[config.mk]
export PLATFORM = sky130hd
export DESIGN_NAME = apm_power_mode_control
export DESIGN_NICKNAME = d
export VERILOG_FILES = /design/src/design/apm_power_mode_control.v /design/src/design/apm_serial_port.v
export VERILOG_INCLUDE_DIRS = /design/src /design/src/design
export SDC_FILE = /design/constraint.sdc
export NUM_CORES = 1
export LEC_CHECK = 0
export ABC_AREA = 1
export BUFFER_PORTS_ARGS = -buffer_cell sky130_fd_sc_hd__buf_2
export CORE_ASPECT_RATIO = 1.4
export CORE_MARGIN = 2
export CORE_UTILIZATION = 55
export CTS_CLUSTER_DIAMETER = 30
export CTS_CLUSTER_SIZE = 12
export DETAILED_ROUTE_END_ITERATION = 7
export GPL_TIMING_DRIVEN = 0
export PLACE_DENSITY = 0.68
export SLEW_MARGIN = 15
export SYNTH_ARGS = -nofsm -noshare
export SYNTH_HDL_FRONTEND = slang
export SYNTH_SLANG_ARGS = --single-unit
[constraint.sdc]
create_clock -name mclk -period 2.3 [get_ports mclk]
set_input_delay 0.23 -clock mclk [delete_from_list [all_inputs] [get_ports mclk]]
set_output_delay 0.23 -clock mclk [all_outputs]
set_load 0.01 [all_outputs]
[src/design/apm_map.vh]
`ifndef APM_MAP_VH
`define APM_MAP_VH

// Serial word layout
`define APM_ADDR_W 6
`define APM_DATA_W 8
`define APM_WORD_BITS 4'he
`define APM_READ_BIT 12
`define APM_OUT_BITS 4'h8

// Register addresses
`define APM_ADDR_SETUP1 6'h01
`define APM_ADDR_SETUP3 6'h03
`define APM_ADDR_SWRESET 6'h04
`define APM_ADDR_REVISION 6'h27

// Test page commands, written to the first setup register address
`define APM_TEST_ENTER 8'ha3
`define APM_TEST_EXIT 8'h23

// First setup register fields
`define APM_EN_BIT 0
`define APM_DBL_SAMPLE_BIT 1
`define APM_MODE3_BIT 6

// Reset values
`define APM_RST_SETUP1 8'h03
`define APM_RST_SETUP3 8'h13
`define APM_RST_LED_DAC 8'h20
`define APM_RST_SETUP8 8'hc0
`define APM_RST_SETUP10 8'he4
`define APM_RST_SETUP16 8'h11
`define APM_RST_SETUP17 8'h01
`define APM_RST_SETUP18 8'h10
`define APM_RST_DAC 8'h80
`define APM_RST_ZERO 8'h00

// Timing
`define APM_CLK_NS 50
`define APM_STEP_NS 2000
`define APM_STEP_CYCLES ((`APM_STEP_NS + `APM_CLK_NS - 1) / `APM_CLK_NS)

`endif

[src/design/apm_power_mode_control.v]
`timescale 1ns/1ps
`include "apm_map.vh"
// Behaviour
// - Internal reset holds until digital rail good
// - Supplies and references good: enable, ordered power-up
// - Enable bit low powers off, high on
// - Registers and serial port survive power-down
// - LED rail loss keeps all configuration
// - A3 to address 01 enters test page
// - Test page read returns revision upper bits
// - 23 to address 01 leaves test page
// - Write: address, data MSB first, enable pulse
// - Read: bit four set, data out falling
module apm_power_mode_control #(
	parameter STEP_CYCLES = `APM_STEP_CYCLES,
	parameter [6:0] REVISION = 7'h2a // Arbitrary value
) (
	input wire mclk,
	input wire rst,
	input wire sck,
	input wire sdi,
	input wire sen,
	input wire digital_supply_rail_ok,
	input wire led_drive_supply_rail_ok,
	input wire front_end_supply_rail_ok,
	input wire reference_ok,
	input wire pixel_sync_strobe,
	output wire sdo,
	output wire sdo_oe,
	output reg por_hold_r,
	output reg ldo_ref_en_r,
	output reg system_enable_r,
	output reg [2:0] power_stage_r,
	output reg device_on_r,
	output reg test_mode_r,
	output reg correlated_double_sampling_r,
	output reg max_speed_mode_r,
	output reg [7:0] pixel_ratio_r,
	output reg ratio_fault_r
);
////////////////////////////////////////////////////////////////////////////////
localparam ST_OFF = 3'b001;
localparam ST_RAMP = 3'b010;
localparam ST_ON = 3'b100;
localparam NSYNC = 5;

function [7:0] reset_value;
	input [4:0] idx;
	begin
		case (idx)
			5'h01: reset_value = `APM_RST_SETUP1;
			5'h03: reset_value = `APM_RST_SETUP3;
			5'h06, 5'h07, 5'h08: reset_value = `APM_RST_LED_DAC;
			5'h09: reset_value = `APM_RST_SETUP8;
			5'h0b: reset_value = `APM_RST_SETUP10;
			5'h10, 5'h11, 5'h12, 5'h13: reset_value = `APM_RST_DAC;
			5'h15: reset_value = `APM_RST_SETUP16;
			5'h16: reset_value = `APM_RST_SETUP17;
			5'h17: reset_value = `APM_RST_SETUP18;
			default: reset_value = `APM_RST_ZERO;
		endcase
	end
endfunction

// Bit four only selects read, so it drops out of the index
function [4:0] reg_index;
	input [5:0] addr;
	begin
		reg_index = {addr[5], addr[3:0]};
	end
endfunction

function ratio_ok;
	input mode3;
	input dbl;
	input [7:0] ratio;
	begin
		if (mode3) begin
			ratio_ok = (ratio == 8'h02) && !dbl;
		end else begin
			ratio_ok = (ratio == 8'h03) || ((ratio >= 8'h04) && !ratio[0]);
		end
	end
endfunction
////////////////////////////////////////////////////////////////////////////////
wire [NSYNC-1:0] pin_sync;
wire [NSYNC-1:0] pin_raw = {pixel_sync_strobe, reference_ok, front_end_supply_rail_ok,
	led_drive_supply_rail_ok, digital_supply_rail_ok};

genvar gi;
generate
	for (gi = 0; gi < NSYNC; gi = gi + 1) begin : g_sync
		// One flop pair per pin keeps every flop singly driven
		reg s1_r;
		reg s2_r;
		always @(posedge mclk) begin
			if (rst) begin
				s1_r <= 1'b0;
				s2_r <= 1'b0;
			end else begin
				s1_r <= pin_raw[gi];
				s2_r <= s1_r;
			end
		end
		assign pin_sync[gi] = s2_r;
	end
endgenerate

wire digital_rail_ok_s = pin_sync[0];
wire led_rail_ok_s = pin_sync[1];
wire front_end_rail_ok_s = pin_sync[2];
wire ref_ok_s = pin_sync[3];
wire strobe_s = pin_sync[4];
wire por = rst | ~digital_rail_ok_s;
////////////////////////////////////////////////////////////////////////////////
wire wr_stb;
wire rd_stb;
wire [5:0] bus_addr;
wire [7:0] bus_data;
reg [7:0] regs_r [0:31];
wire [7:0] rd_data = test_mode_r ? {REVISION, 1'b0} : regs_r[reg_index(bus_addr)];

apm_serial_port u_port (
	.mclk(mclk),
	.rst(rst),
	.sck_pin(sck),
	.sdi_pin(sdi),
	.sen_pin(sen),
	.rd_data(rd_data),
	.wr_stb_r(wr_stb),
	.rd_stb_r(rd_stb),
	.addr_r(bus_addr),
	.data_r(bus_data),
	.sdo_r(sdo),
	.sdo_oe_r(sdo_oe)
);
////////////////////////////////////////////////////////////////////////////////
// Reset, digital rail loss or a write to the software reset address outside test page clears configuration; only reset and rail loss also clear power state
integer i;
always @(posedge mclk) begin
	if (por) begin
		for (i = 0; i < 32; i = i + 1) begin
			regs_r[i] <= reset_value(i[4:0]);
		end
		test_mode_r <= 1'b0;
	end else if (wr_stb) begin
		if (test_mode_r) begin
			if (bus_addr == `APM_ADDR_SETUP1 && bus_data == `APM_TEST_EXIT) begin
				test_mode_r <= 1'b0;
			end
		end else if (bus_addr == `APM_ADDR_SETUP1 && bus_data == `APM_TEST_ENTER) begin
			test_mode_r <= 1'b1;
		end else if (bus_addr == `APM_ADDR_SWRESET) begin
			for (i = 0; i < 32; i = i + 1) begin
				regs_r[i] <= reset_value(i[4:0]);
			end
		end else begin
			regs_r[reg_index(bus_addr)] <= bus_data;
		end
	end
end
////////////////////////////////////////////////////////////////////////////////
wire [7:0] setup1 = regs_r[reg_index(`APM_ADDR_SETUP1)];
wire en_bit = setup1[`APM_EN_BIT];
reg [2:0] state_r;
reg [2:0] state_nxt;
reg [15:0] step_cnt_r;
wire step_done = (step_cnt_r == 16'h0000);
wire go = en_bit & system_enable_r;

always @* begin
	state_nxt = state_r;
	case (state_r)
		ST_OFF: begin
			if (go) begin
				state_nxt = ST_RAMP;
			end
		end
		ST_RAMP: begin
			if (!go) begin
				state_nxt = ST_OFF;
			end else if (step_done && power_stage_r[2]) begin
				state_nxt = ST_ON;
			end
		end
		ST_ON: begin
			if (!go) begin
				state_nxt = ST_OFF;
			end
		end
		default: state_nxt = ST_OFF;
	endcase
end

always @(posedge mclk) begin
	if (por) begin
		state_r <= ST_OFF;
		step_cnt_r <= 16'h0000;
		power_stage_r <= 3'h0;
		device_on_r <= 1'b0;
		por_hold_r <= 1'b1;
		ldo_ref_en_r <= 1'b0;
		system_enable_r <= 1'b0;
	end else begin
		state_r <= state_nxt;
		por_hold_r <= 1'b0;
		ldo_ref_en_r <= led_rail_ok_s;
		system_enable_r <= led_rail_ok_s & front_end_rail_ok_s & ref_ok_s;
		device_on_r <= (state_nxt == ST_ON);
		if (state_nxt != ST_RAMP && state_nxt != ST_ON) begin
			power_stage_r <= 3'h0;
			step_cnt_r <= STEP_CYCLES[15:0] - 16'h0001;
		end else if (state_r == ST_RAMP && step_done && !power_stage_r[2]) begin
			// One domain per step limits inrush
			power_stage_r <= {power_stage_r[1:0], 1'b1};
			step_cnt_r <= STEP_CYCLES[15:0] - 16'h0001;
		end else if (!step_done) begin
			step_cnt_r <= step_cnt_r - 16'h0001;
		end
	end
end
////////////////////////////////////////////////////////////////////////////////
// Ratio is measured after the synchroniser, so spacing is exact
reg strobe_prev_r;
reg [7:0] ratio_cnt_r;
always @(posedge mclk) begin
	if (rst) begin
		strobe_prev_r <= 1'b0;
		ratio_cnt_r <= 8'h00;
		pixel_ratio_r <= 8'h00;
		ratio_fault_r <= 1'b0;
		correlated_double_sampling_r <= 1'b0;
		max_speed_mode_r <= 1'b0;
	end else begin
		strobe_prev_r <= strobe_s;
		correlated_double_sampling_r <= setup1[`APM_DBL_SAMPLE_BIT];
		max_speed_mode_r <= setup1[`APM_MODE3_BIT];
		if (strobe_s && !strobe_prev_r) begin
			ratio_cnt_r <= 8'h01;
			pixel_ratio_r <= ratio_cnt_r;
		end else if (ratio_cnt_r != 8'hff) begin
			ratio_cnt_r <= ratio_cnt_r + 8'h01;
		end
		ratio_fault_r <= device_on_r && (pixel_ratio_r != 8'h00) &&
			!ratio_ok(max_speed_mode_r, correlated_double_sampling_r, pixel_ratio_r);
	end
end

endmodule

[src/design/apm_serial_port.v]
`timescale 1ns/1ps
`include "apm_map.vh"
module apm_serial_port (
	input wire mclk,
	input wire rst,
	input wire sck_pin,
	input wire sdi_pin,
	input wire sen_pin,
	input wire [7:0] rd_data,
	output reg wr_stb_r,
	output reg rd_stb_r,
	output reg [5:0] addr_r,
	output reg [7:0] data_r,
	output reg sdo_r,
	output reg sdo_oe_r
);
////////////////////////////////////////////////////////////////////////////////
reg [2:0] sync1_r;
reg [2:0] sync2_r;
reg [1:0] prev_r;
reg [13:0] shift_r;
reg [3:0] cnt_r;
reg load_r;
reg [7:0] out_r;
reg [3:0] out_cnt_r;
wire sck_rise = sync2_r[0] & ~prev_r[0];
wire sck_fall = ~sync2_r[0] & prev_r[0];
wire sen_rise = sync2_r[2] & ~prev_r[1];
////////////////////////////////////////////////////////////////////////////////
always @(posedge mclk) begin
	if (rst) begin
		sync1_r <= 3'h0;
		sync2_r <= 3'h0;
		prev_r <= 2'h0;
	end else begin
		sync1_r <= {sen_pin, sdi_pin, sck_pin};
		sync2_r <= sync1_r;
		prev_r <= {sync2_r[2], sync2_r[0]};
	end
end
////////////////////////////////////////////////////////////////////////////////
// Inputs stay live in power-down so the port can always be written
always @(posedge mclk) begin
	if (rst) begin
		shift_r <= 14'h0000;
		cnt_r <= 4'h0;
		wr_stb_r <= 1'b0;
		rd_stb_r <= 1'b0;
		addr_r <= 6'h00;
		data_r <= 8'h00;
	end else begin
		wr_stb_r <= 1'b0;
		rd_stb_r <= 1'b0;
		if (sen_rise) begin
			cnt_r <= 4'h0;
			if (cnt_r == `APM_WORD_BITS) begin
				addr_r <= shift_r[13:8];
				data_r <= shift_r[7:0];
				rd_stb_r <= shift_r[`APM_READ_BIT];
				wr_stb_r <= ~shift_r[`APM_READ_BIT];
			end
		end else if (sck_rise) begin
			shift_r <= {shift_r[12:0], sync2_r[1]};
			if (cnt_r != `APM_WORD_BITS) begin
				cnt_r <= cnt_r + 4'h1;
			end
		end
	end
end
////////////////////////////////////////////////////////////////////////////////
// Read data leaves MSB first, next word may shift in meanwhile
always @(posedge mclk) begin
	if (rst) begin
		load_r <= 1'b0;
		out_r <= 8'h00;
		out_cnt_r <= 4'h0;
		sdo_r <= 1'b0;
		sdo_oe_r <= 1'b0;
	end else begin
		load_r <= rd_stb_r;
		if (load_r) begin
			out_r <= rd_data;
			out_cnt_r <= `APM_OUT_BITS;
			sdo_oe_r <= 1'b1;
		end else if (sck_fall) begin
			if (out_cnt_r != 4'h0) begin
				sdo_r <= out_r[7];
				out_r <= {out_r[6:0], 1'b0};
				out_cnt_r <= out_cnt_r - 4'h1;
			end else begin
				sdo_oe_r <= 1'b0;
			end
		end
	end
end

endmodule

==> reports/results.tsv, run 1 <==
stage	metric	value	unit
sta	finalClockSkew	0.0177	ns
clock_tree	htreeDepth	2	
cells_and_area	fillers	2462	
logic_synthesis	synthArstFlopShare	0	%
floorplan	floorplan_core_area	0.0293	mm^2
power_and_ir_drop	power_leakage	7.66	nW
logic_synthesis	avgSynthCellArea	8.83	um^2
worst_setup_path	timing.critical_path.from_type	register	
global_route	grt_first_pass_wirelength	77400	um
power_and_ir_drop	post-layout-total-power	15.9	mW
worst_setup_path	crit_path_max_fanout	10	
routing	routedWlPerCell	22.0	um
global_route	grt_pass1_vias	13400	
worst_setup_path	worstSetupPathType	register to register	
power_and_ir_drop	worst_ir_drop_vdd	0.704	mV
logic_synthesis	synthesis.instances	1852	
clock_tree	tritoncts_num_sinks	375	
logic_synthesis	cell_area_after_technology_mapping	0.0163	mm^2
sta	report.final.setup_viol	0	
clock_tree	tritoncts_clock_tree	built	
place	globalplace.congestion	1.02	
clock_tree	worstSkewPairLatency	0.59	ns
routing	vias	13800	
clock_tree	number_of_buffers_added_by_the_clock_tree_synthesis_step	55	
routing	avgViaCountPerCell	5.78	
logic_synthesis	ys_seq_area_share	61.6	%
routing	drt_wl_total	52300	um
sta	post-route-period-util	97.0	%
power_and_ir_drop	powerDensity	822	mW/mm^2
cells_and_area	area_delta_synth_final	18.6	%
floorplan	std_cell_rows	74	
global_route	gr-total-overflow	0	
min_path	holdCritPathClass	primary input to register	
logic_synthesis	synth_fp_nets	1868	
worst_setup_path	count_of_cells_along_the_worst_register_to_register_path	10	
run	cap_viol_max_count	0	
clock_tree	max-clock-path-buffers	3	
global_route	track_usage	33.8	%
logic_synthesis	synthesis.yosys.warnings	0	
floorplan	floorplan.initialDensity	55.9	%
sta	timing_hold_violations_final	0	
sta	max_slew_headroom	36.2	%
routing	detail_route.first_pass.iterations	6	
routing	route.antenna.remaining_nets	0	
sta	worst_slew_pin_slew	0.957	ns
floorplan	die_area	0.0311	mm^2
floorplan	die_w	150	um
sta	period_minus_slack	2.23	ns
clock_tree	cts_root_buffer	clkbuf_16	
place	dp.final_hpwl	36300	um
global_route	grt_start_max_net_pins	15	
sta	report.final.slew_viol_count	0	
cells_and_area	drive_gt1_share	13.3	%
routing	drc_errors	0	
sta	fin_setup_tns	0	ns
place	buffer_ports.inserted	30	
logic_synthesis	synth-seq-cells	375	
worst_setup_path	setup.worst_path.end_class	register	
routing	drt_first_iter_violations	1417	
sta	max_clock_freq	448	MHz
logic_synthesis	synth-edff-count	256	
sta	worst_slack_on_hold_paths	0.0707	ns
global_route	grt_antenna_before_repair	0	
floorplan	die_y	208	um
floorplan	design.portCount	31	
worst_setup_path	critical_path_data_required_time	2.82	ns
cells_and_area	final_design_area_no_fill	0.0194	mm^2
logic_synthesis	synth.distinct_cells	34	
worst_setup_path	r2r_slack	0.07	ns
run_status	outcome	complete, no violations	
cells_and_area	fin_util	66.3	%
min_path	whs_path_depth	4	
worst_setup_path	worstPathArrival	2.75	ns
place	total_cell_area_at_the_placement_stage	0.0170	mm^2
cells_and_area	nNetsFinal	1969	
logic_synthesis	ys.flop_type	edfxtp_1	
clock_tree	cts.clk_slew.worst_paths	0.06	ns
## sequential cells by signal (all words and copies together), names as in the netlist, 2 cells and up, named ones only
signal and cells:
pixel_ratio_r 8, u_port.prev_r 2, u_port.addr_r 6, regs_r 256, u_port.out_r 8, u_port.out_cnt_r 4
u_port.cnt_r 4, u_port.shift_r 14, power_stage_r 3, g_sync.s1_r 5, u_port.sync1_r 3, state_r 3
ratio_cnt_r 8, u_port.sync2_r 3, u_port.data_r 8, step_cnt_r 16, g_sync.s2_r 3
## worst max-delay path, stage by stage, from the launching register on
cell,delay [ns]
dfxtp_1,0.37
clkbuf_2,0.21
clkdlybuf4s15_2,0.54
nand2_1,0.11
nand2_1,0.10
nand2_1,0.07
o211ai_1,0.13
nand3_1,0.16
nand3_1,0.10
nand3_1,0.17
a21oi_1,0.18
## what timing repair did
item	4_1_cts	5_1_grt
endpoints found under the setup margin	514	320
hold buffers	8	0
gates resized for setup	111	67
gates cloned	0	0
setup buffers	3	3
endpoints found under the hold margin	8	0
pin swaps	2	0
## per-layer routing
metal | vias up | GRT usage [%] | wire (um)
met5 | - | 0 | 0
met4 | 0 | 23.8 | 4490
met3 | 251 | 5.99 | 4480
met2 | 777 | 57.0 | 25200
met1 | 6427 | 38.6 | 18200
li1 | 6305 | - | -
## synth_stat cells, drive strengths merged (3+ instances only)
library cell,number,share of area [%]
a211oi,3,0.14
nand3,216,6.6
dfxtp,119,15
clkbuf,72,1.7
xor2,10,0.54
inv,135,3.1
a21oi,47,1.4
nand2,459,11
edfxtp,256,47
clkinv,5,0.11
nor2,371,8.5
a31oi,4,0.15
nor3,27,0.86
xnor2,5,0.27
nor4,6,0.23
ha,6,0.46
o21ai,63,1.9
nand4,6,0.23
o211ai,11,0.51
buf,23,0.61
## power by group
part	leakage (nW)	switching [mW]	internal (mW)
clock network	0.888	3.14	5.13
logic	2.81	0.231	0.115
registers	3.96	0.0512	7.27
## kinds of logic after synthesis
group	count (synthesis)	synth area share [%]
buffers and inverters	235	5.48
AOI/OAI and AO/OA	131	4.31
and+or+nand+nor	1090	27.3
xor gates and xnor gates	15	0.804
DFF	375	61.6
adders and majority gates	6	0.459
## worst paths after layout
kind,from,end
max reg2reg,register,u_port.out_r[0]
min,rst,ratio_cnt_r[1]
max,register,u_port.out_r[0]
min reg2reg,g_sync[1].s1_r,g_sync[1].s2_r
## cell type report
cell class                      count  area [um^2]  area share (%)
Sequential cell                   375        10100            52.0
Multi-Input combinational cell   1242         5670            29.2
Clock buffer                       66         1500            7.74
Inverter                          140          536            2.76
Buffer                             95          498            2.57
Tap cell                          380          475            2.45
Clock inverter                     37          338            1.74
Timing Repair Buffer               44          300            1.55
Antenna cell                        1         2.50          0.0129
## layout by cell type, fill, tap and decap left out, types with 46 or more instances in the layout
master,synthesis,final
nand2_1,450,396
nor2_1,370,369
edfxtp_1,256,256
nand3_1,216,216
inv_1,134,130
dfxtp_1,119,116
o21ai_0,63,61
clkbuf_16,0,58
nand2_2,9,50
clkbuf_1,72,47
a21oi_1,47,46
## metrics by stage
| step | instances | worst slack (ns) |
|---|---|---|
| after floorplan | 1852 | 0.285 |
| after global placement | 2262 | -1.03 |
| after detailed placement | 2262 | -1.05 |
| after CTS | 2376 | -0.0122 |
| after global routing | 2379 | -0.0216 |
| final | 2380 | 0.0692 |
Note: power is estimated with default switching activity, not from simulation.
==> run 2, diff against run 1 <==
--- a/config.mk
+++ b/config.mk
@@ -16,6 +16,7 @@
 export DETAILED_ROUTE_END_ITERATION = 7
 export GPL_TIMING_DRIVEN = 0
 export PLACE_DENSITY = 0.68
+export REMOVE_ABC_BUFFERS = 1
 export SLEW_MARGIN = 15
 export SYNTH_ARGS = -nofsm -noshare
 export SYNTH_HDL_FRONTEND = slang
==> run 2 against run 1 <==
  * Fmax shrank 6.6%
  * Sequential power hardly changed
  * Total power is 5.1% lower
  * The run now ends with negative setup slack left
  * Combinational power is 5% lower
  * Final cell count down 3.9%
  * Non-clock buffer count down 77
  * Worst hold slack gained 0.0043 ns
  * Critical path depth fell by 2
  * Design area fell by 1.2%
  * Setup slack got worse by 0.16 ns
==> reports/results.tsv, run 2 (synthesis results as in run 1) <==
stage	metric	value	unit	change
place	detailedPlace.worstSlack	-2.17	ns	-1.12 ns
worst_setup_path	timing.critical_path.from_type	register		
cells_and_area	drive_gt1_share	12.4	%	-0.84 points
clock_tree	number_of_buffers_added_by_the_clock_tree_synthesis_step	47		-15%
sta	timing_hold_violations_final	0		unchanged
global_route	grt_first_pass_wirelength	66400	um	-14%
min_path	holdCritPathClass	primary input to register		
floorplan	std_cell_rows	74		unchanged
run	cap_viol_max_count	0		unchanged
run_status	failing_checks	negative setup slack		
cells_and_area	fillers	2352		-4.5%
routing	routedWlPerCell	18.8	um	-14%
power_and_ir_drop	power_leakage	7.55	nW	-1.5%
floorplan	design.portCount	31		unchanged
power_and_ir_drop	post-layout-total-power	15.1	mW	-5.1%
sta	report.final.setup_viol	104		+104
routing	vias	13000		-5.3%
cells_and_area	num_antenna_cells	0		-1
power_and_ir_drop	power.switching_fraction	20.5	%	-1.0 points
routing	drt_first_iter_violations	1316		-7.1%
routing	drt_wl_total	43000	um	-18%
place	globalplace.congestion	0.896		-12%
cells_and_area	final_cell_mix	nand2_1 (392), nor2_1 (368), edfxtp_1 (256)		
cells_and_area	nNetsFinal	1888		-4.1%
clock_tree	tritoncts_num_sinks	375		unchanged
power_and_ir_drop	powerDensity	789	mW/mm^2	-4.0%
worst_setup_path	worstSetupPathType	register to register		
global_route	track_usage	27.5	%	-6.3 points
clock_tree	max-clock-path-buffers	3		unchanged
cells_and_area	multiInputGateArea	0.00571	mm^2	+0.68%
cells_and_area	seqCellArea	0.0101	mm^2	+0.12%
routing	avgViaCountPerCell	5.70		-1.5%
cells_and_area	layout.cells.most_common	nand2_1		
run_status	outcome	finished with violations		
clock_tree	tritoncts_clock_tree	built		
routing	detail_route.first_pass.iterations	6		unchanged
floorplan	die_w	150	um	unchanged
power_and_ir_drop	worst_ir_drop_vdd	0.607	mV	-14%
cells_and_area	flip_flop_count_of_the_largest_register_after_layout	256		unchanged
sta	max_clock_freq	419	MHz	-6.6%
sta	report.final.slew_viol_count	0		unchanged
worst_setup_path	critical_path_data_required_time	2.55	ns	-0.27 ns
place	dp.final_hpwl	24600	um	-32%
power_and_ir_drop	power.share.combinational	2.2	%	about the same
power_and_ir_drop	clkPwrFrac	49.5	%	-2.4 points
cells_and_area	final_design_area_no_fill	0.0192	mm^2	-1.2%
clock_tree	worstSkewPairLatency	0.56	ns	-0.03 ns
sta	worst_slack_on_hold_paths	0.0750	ns	+0.00433 ns
floorplan	die_area	0.0311	mm^2	unchanged
global_route	grt_start_max_net_pins	70		+55
clock_tree	cts.clk_slew.worst_paths	0.06	ns	about the same
floorplan	floorplan_core_area	0.0293	mm^2	unchanged
cells_and_area	registers.top_by_ff_count	regs_r		
global_route	grt_antenna_before_repair	0		unchanged
place	buffer_ports.inserted	30		unchanged
power_and_ir_drop	power_switching	3.10	mW	-9.6%
floorplan	die_y	208	um	unchanged
sta	period_minus_slack	2.39	ns	+0.158 ns
routing	route.antenna.remaining_nets	0		unchanged
global_route	grt_pass1_vias	12500		-6.5%
power_and_ir_drop	internal_power	12.0	mW	-3.9%
sta	post-route-period-util	104	%	+6.9 points
clock_tree	htreeDepth	2		unchanged
cells_and_area	fin_util	65.5	%	-0.79 points
routing	drc_errors	0		unchanged
sta	finalClockSkew	0.0259	ns	+0.00817 ns
worst_setup_path	worstPathArrival	2.63	ns	-0.12 ns
cells_and_area	registers_with_the_highest_flip_flop_counts	regs_r: 256 flops, step_cnt_r: 16 flops, u_port.shift_r: 14 flops		
worst_setup_path	setup.worst_path.end_class	register		
place	total_cell_area_at_the_placement_stage	0.0168	mm^2	-1.2%
floorplan	floorplan.initialDensity	55.9	%	unchanged
sta	worst_slew_pin_slew	1.07	ns	+0.110 ns
sta	final.setup.worst_slack	-0.0886	ns	-0.158 ns
cells_and_area	area_delta_synth_final	17.2	%	
worst_setup_path	crit_path_max_fanout	17		+7
clock_tree	cts_root_buffer	clkbuf_16		
sta	max_slew_headroom	28.3	%	-7.9 points
global_route	gr-total-overflow	0		unchanged
power_and_ir_drop	seq_power_share	48.4	%	+2.4 points
-- run 2: cell types whose count changed in the layout (fill, tap and decap cells not counted), moves of 4 or more --
cell	change
buf_12	+7
buf_2	-7
clkbuf_1	-37
clkbuf_16	-8
clkbuf_2	-25
clkbuf_4	-10
clkinv_1	-10
clkinv_2	-7
clkinvlp_4	-4
dfxtp_1	-4
inv_1	-5
nand2_1	-4
-- run 2: final cells by class --
| type | instances | area share [%] |
|---|---|---|
| clock buffer | 64 | 6.95 |
| clock inverter | 21 | 1.41 |
| inverter | 140 | 3.26 |
| multi-input combinational | 1242 | 29.8 |
| sequential | 375 | 52.6 |
| tap | 380 | 2.48 |
| timing repair buffer | 62 | 3.30 |
| timing repair inverter | 4 | 0.176 |
-- run 2: repair_timing --
| action | CTS | global route |
|---|---|---|
| hold buffers | 8 | 0 |
| hold endpoints to repair | 8 | 0 |
| buffers inserted | 13 | 3 |
| setup endpoints to repair | 540 | 335 |
| pin swaps | 4 | 2 |
| gates cloned | 6 | 1 |
| gates resized for setup | 79 | 39 |
-- run 2: worst max-delay path, cell delays in order, from the launching register on --
cell	delay (ns)
dfxtp_2	0.48
clkinv_8	0.19
nor4_4	0.37
nand3_2	0.22
nand2_4	0.17
nor2_4	0.06
buf_12	0.15
nand2_2	0.19
nand2_2	0.22
-- run 2: layer usage --
metal / GRT usage, % / wire (um) / vias up / part of all wire (%)
met3: 4.10 / 3300 / 158 / 7.7
met5: 0 / 0 / - / 0
met4: 12.6 / 2180 / 0 / 5.1
met1: 32.6 / 15600 / 6129 / 36
li1: - / - / 6135 / -
met2: 49.0 / 21900 / 612 / 51
-- run 2: final timing paths --
kind                    start                  end  slack [ns]  depth (start not counted)
max          u_port.data_r[1]        regs_r[19][2]       -0.09                          8
min                       rst       g_sync[1].s2_r        0.08                          2
max reg2reg  u_port.data_r[1]        regs_r[19][2]       -0.09                          8
min reg2reg    g_sync[2].s1_r  front_end_rail_ok_s        0.40                          2
-- run 2: power groups by stage --
stage / logic [mW] / clock network, mW / registers [mW]
6_report: 0.330 / 7.48 / 7.31
2_1_floorplan: 0.211 / 0 / 7.45
3_3_place_gp: 0.296 / 0 / 7.46
4_1_cts: 0.326 / 7.52 / 7.31
3_5_place_dp: 0.306 / 0 / 7.46
5_1_grt: 0.374 / 7.77 / 7.33
-- run 2: per-stage QoR --
stage,cells,TNS [ns]
3_3_place_gp,2167,-1385.74
4_1_cts,2284,-0.0830
6_report,2288,-3.72
5_1_grt,2288,-7.81
3_5_place_dp,2173,-970.47
2_1_floorplan,1757,-174.42
==> run 3, diff against run 2 <==
--- a/config.mk
+++ b/config.mk
@@ -15,7 +15,7 @@
 export CTS_CLUSTER_SIZE = 12
 export DETAILED_ROUTE_END_ITERATION = 7
 export GPL_TIMING_DRIVEN = 0
-export PLACE_DENSITY = 0.68
+export PLACE_DENSITY = 0.71
 export REMOVE_ABC_BUFFERS = 1
 export SLEW_MARGIN = 15
 export SYNTH_ARGS = -nofsm -noshare
==> constraint.sdc (replaced) <==
create_clock -name mclk -period 2.15 [get_ports mclk]
set_input_delay 0.215 -clock mclk [delete_from_list [all_inputs] [get_ports mclk]]
set_output_delay 0.215 -clock mclk [all_outputs]
set_load 0.01 [all_outputs]
==> run 3 against run 2 <==
  * Non-clock buffer count grew 9
  * Critical path type unchanged
  * Register-to-register slack better by 0.08 ns
  * Fmax rose by 11%
  * Count of clock-buffer cells in the layout fell by 5
  * Worst hold slack got worse by 0.024 ns
  * The run still ends with negative setup slack left
==> reports/results.tsv, run 3 (synthesis results as in run 1) <==
stage	metric	value	unit	change
run_status	outcome	finished with violations		
run_status	failing_checks	negative setup slack		
cells_and_area	num_antenna_cells	0		unchanged
cells_and_area	final_design_area_no_fill	0.0193	mm^2	+0.50%
worst_setup_path	r2r_slack	-0.01	ns	+0.08 ns
cells_and_area	area_delta_synth_final	17.8	%	
global_route	grt_antenna_before_repair	0		unchanged
routing	drt_first_iter_violations	1280		-2.7%
sta	timing_hold_violations_final	0		unchanged
cells_and_area	layout.cells.most_common	nand2_1		
cells_and_area	drive_gt1_share	13.5	%	+1.1 points
floorplan	std_cell_rows	74		unchanged
sta	post-route-period-util	100	%	-3.4 points
sta	max_clock_freq	463	MHz	+11%
min_path	whs_path_depth	2		unchanged
sta	max_slew_headroom	31.9	%	+3.6 points
run	cap_viol_max_count	0		unchanged
cells_and_area	final_cell_mix	nand2_1 (392), nor2_1 (367), edfxtp_1 (256)		
global_route	grt_first_pass_wirelength	67300	um	+1.2%
cells_and_area	registers_with_the_highest_flip_flop_counts	regs_r: 256 flops, step_cnt_r: 16 flops, u_port.shift_r: 14 flops		
clock_tree	tritoncts_num_sinks	375		unchanged
sta	unrepaired_setup_endpoints_after_global_routing	true		
sta	worst_slew_pin_slew	1.01	ns	-0.0536 ns
global_route	grt_start_max_net_pins	67		-4.3%
power_and_ir_drop	worst_ir_drop_vdd	0.868	mV	+43%
sta	period_minus_slack	2.16	ns	-0.229 ns
worst_setup_path	count_of_cells_along_the_worst_register_to_register_path	8		unchanged
routing	drt_wl_total	43300	um	+0.58%
global_route	gr-total-overflow	0		unchanged
routing	drc_errors	0		unchanged
sta	finalClockSkew	0.0123	ns	-0.0136 ns
worst_setup_path	timing.critical_path.from_type	register		
routing	route.antenna.remaining_nets	0		unchanged
routing	vias	13000		-0.22%
global_route	track_usage	28.0	%	+0.43 points
power_and_ir_drop	post-layout-total-power	15.9	mW	+5.2%
clock_tree	number_of_buffers_added_by_the_clock_tree_synthesis_step	47		unchanged
clock_tree	cts_root_buffer	clkbuf_16		
min_path	holdCritPathClass	primary input to register		
sta	report.final.setup_viol	8		-92%
worst_setup_path	setup.worst_path.end_class	register		
cells_and_area	flip_flop_count_of_the_largest_register_after_layout	256		unchanged
place	globalplace.congestion	0.869		-3.0%
floorplan	die_area	0.0311	mm^2	unchanged
sta	report.final.slew_viol_count	0		unchanged
clock_tree	htreeDepth	2		unchanged
floorplan	die_w	150	um	unchanged
place	buffer_ports.inserted	30		unchanged
worst_setup_path	critical_path_data_required_time	2.42	ns	-0.13 ns
clock_tree	max-clock-path-buffers	3		unchanged
place	post-place-cells	2173		unchanged
worst_setup_path	crit_path_max_fanout	17		unchanged
cells_and_area	registers.top_by_ff_count	regs_r		
cells_and_area	finished_layout_cells	2300		+0.52%
global_route	grt_pass1_vias	12600		+0.33%
floorplan	design.portCount	31		unchanged
worst_setup_path	worstSetupPathType	register to register		
routing	detail_route.first_pass.iterations	6		unchanged
place	total_cell_area_at_the_placement_stage	0.0168	mm^2	about the same
clock_tree	tritoncts_clock_tree	built		
sta	final.setup.worst_slack	-0.00981	ns	+0.0788 ns
worst_setup_path	worstPathArrival	2.43	ns	-0.20 ns
clock_tree	worstSkewPairLatency	0.56	ns	about the same
cells_and_area	nNetsFinal	1899		+0.58%
place	dp.final_hpwl	23900	um	-2.8%
power_and_ir_drop	power_leakage	7.51	nW	-0.54%
floorplan	floorplan_core_area	0.0293	mm^2	unchanged
floorplan	floorplan.initialDensity	55.9	%	unchanged
routing	avgViaCountPerCell	5.65		-0.74%
clock_tree	cts.clk_slew.worst_paths	0.06	ns	about the same
routing	routedWlPerCell	18.8	um	about the same
power_and_ir_drop	powerDensity	827	mW/mm^2	+4.7%
floorplan	die_y	208	um	unchanged
## run 3: path summary, 6_finish.rpt
check / from / endpoint
worst max-delay path: u_port.data_r[7] / regs_r[13][7]
worst min-delay path: rst / correlated_double_sampling_r
worst max register to register: u_port.data_r[7] / regs_r[13][7]
worst min register to register: g_sync[4].s1_r / g_sync[4].s2_r
## run 3: final cells by class
type                    instances  area (um^2)
flip-flops and latches        375        10100
fillers                      2297        10000
multi-input cells            1243         5770
clock buffers                  59         1340
repair buffers                 71          688
inverters                     140          607
well taps                     380          475
clock inverters                27          236
repair inverters                5         42.5
## run 3: repair_timing
action                     4_1_cts  5_1_grt
setup endpoints to repair      547      329
gates cloned                     7        0
pin swaps                        7        8
hold endpoints to repair         8        0
setup buffers                   13       13
hold buffers                     8        0
resized for setup              101       36
## run 3: metrics by stage
stage	hold WS [ns]	TNS, ns	worst slack, ns	util (%)
2_1_floorplan	0.284	-224.94	-3.40	-
4_1_cts	0.0306	-0.0706	-0.0103	64.8
5_1_grt	0.0614	-3.30	-0.0665	65.8
3_5_place_dp	0.393	-1065.34	-2.30	57.3
3_3_place_gp	0.390	-1487.40	-7.38	56.7
6_report	0.0513	-0.0580	-0.00981	65.8
## run 3: worst max-delay path: stages (launching register included)
cell      delay, ns
dfxtp_4        0.43
clkinv_8       0.16
nor3_1         0.39
nand3_2        0.17
nand2_4        0.15
nor2_4         0.06
buf_4          0.16
nand2_2        0.18
nand2_2        0.19
## run 3: metal layers
layer	track usage, %	part of all wire, %	vias to the layer above
met5	0	0	-
met1	32.7	35	6048
met2	48.3	50	632
met3	4.89	8.5	167
met4	15.7	6.2	0
li1	-	-	6158
## run 3: where the power goes
part	switching [mW]	internal [mW]
Sequential	0.0522	7.77
Combinational	0.236	0.127
Clock	3.05	4.68
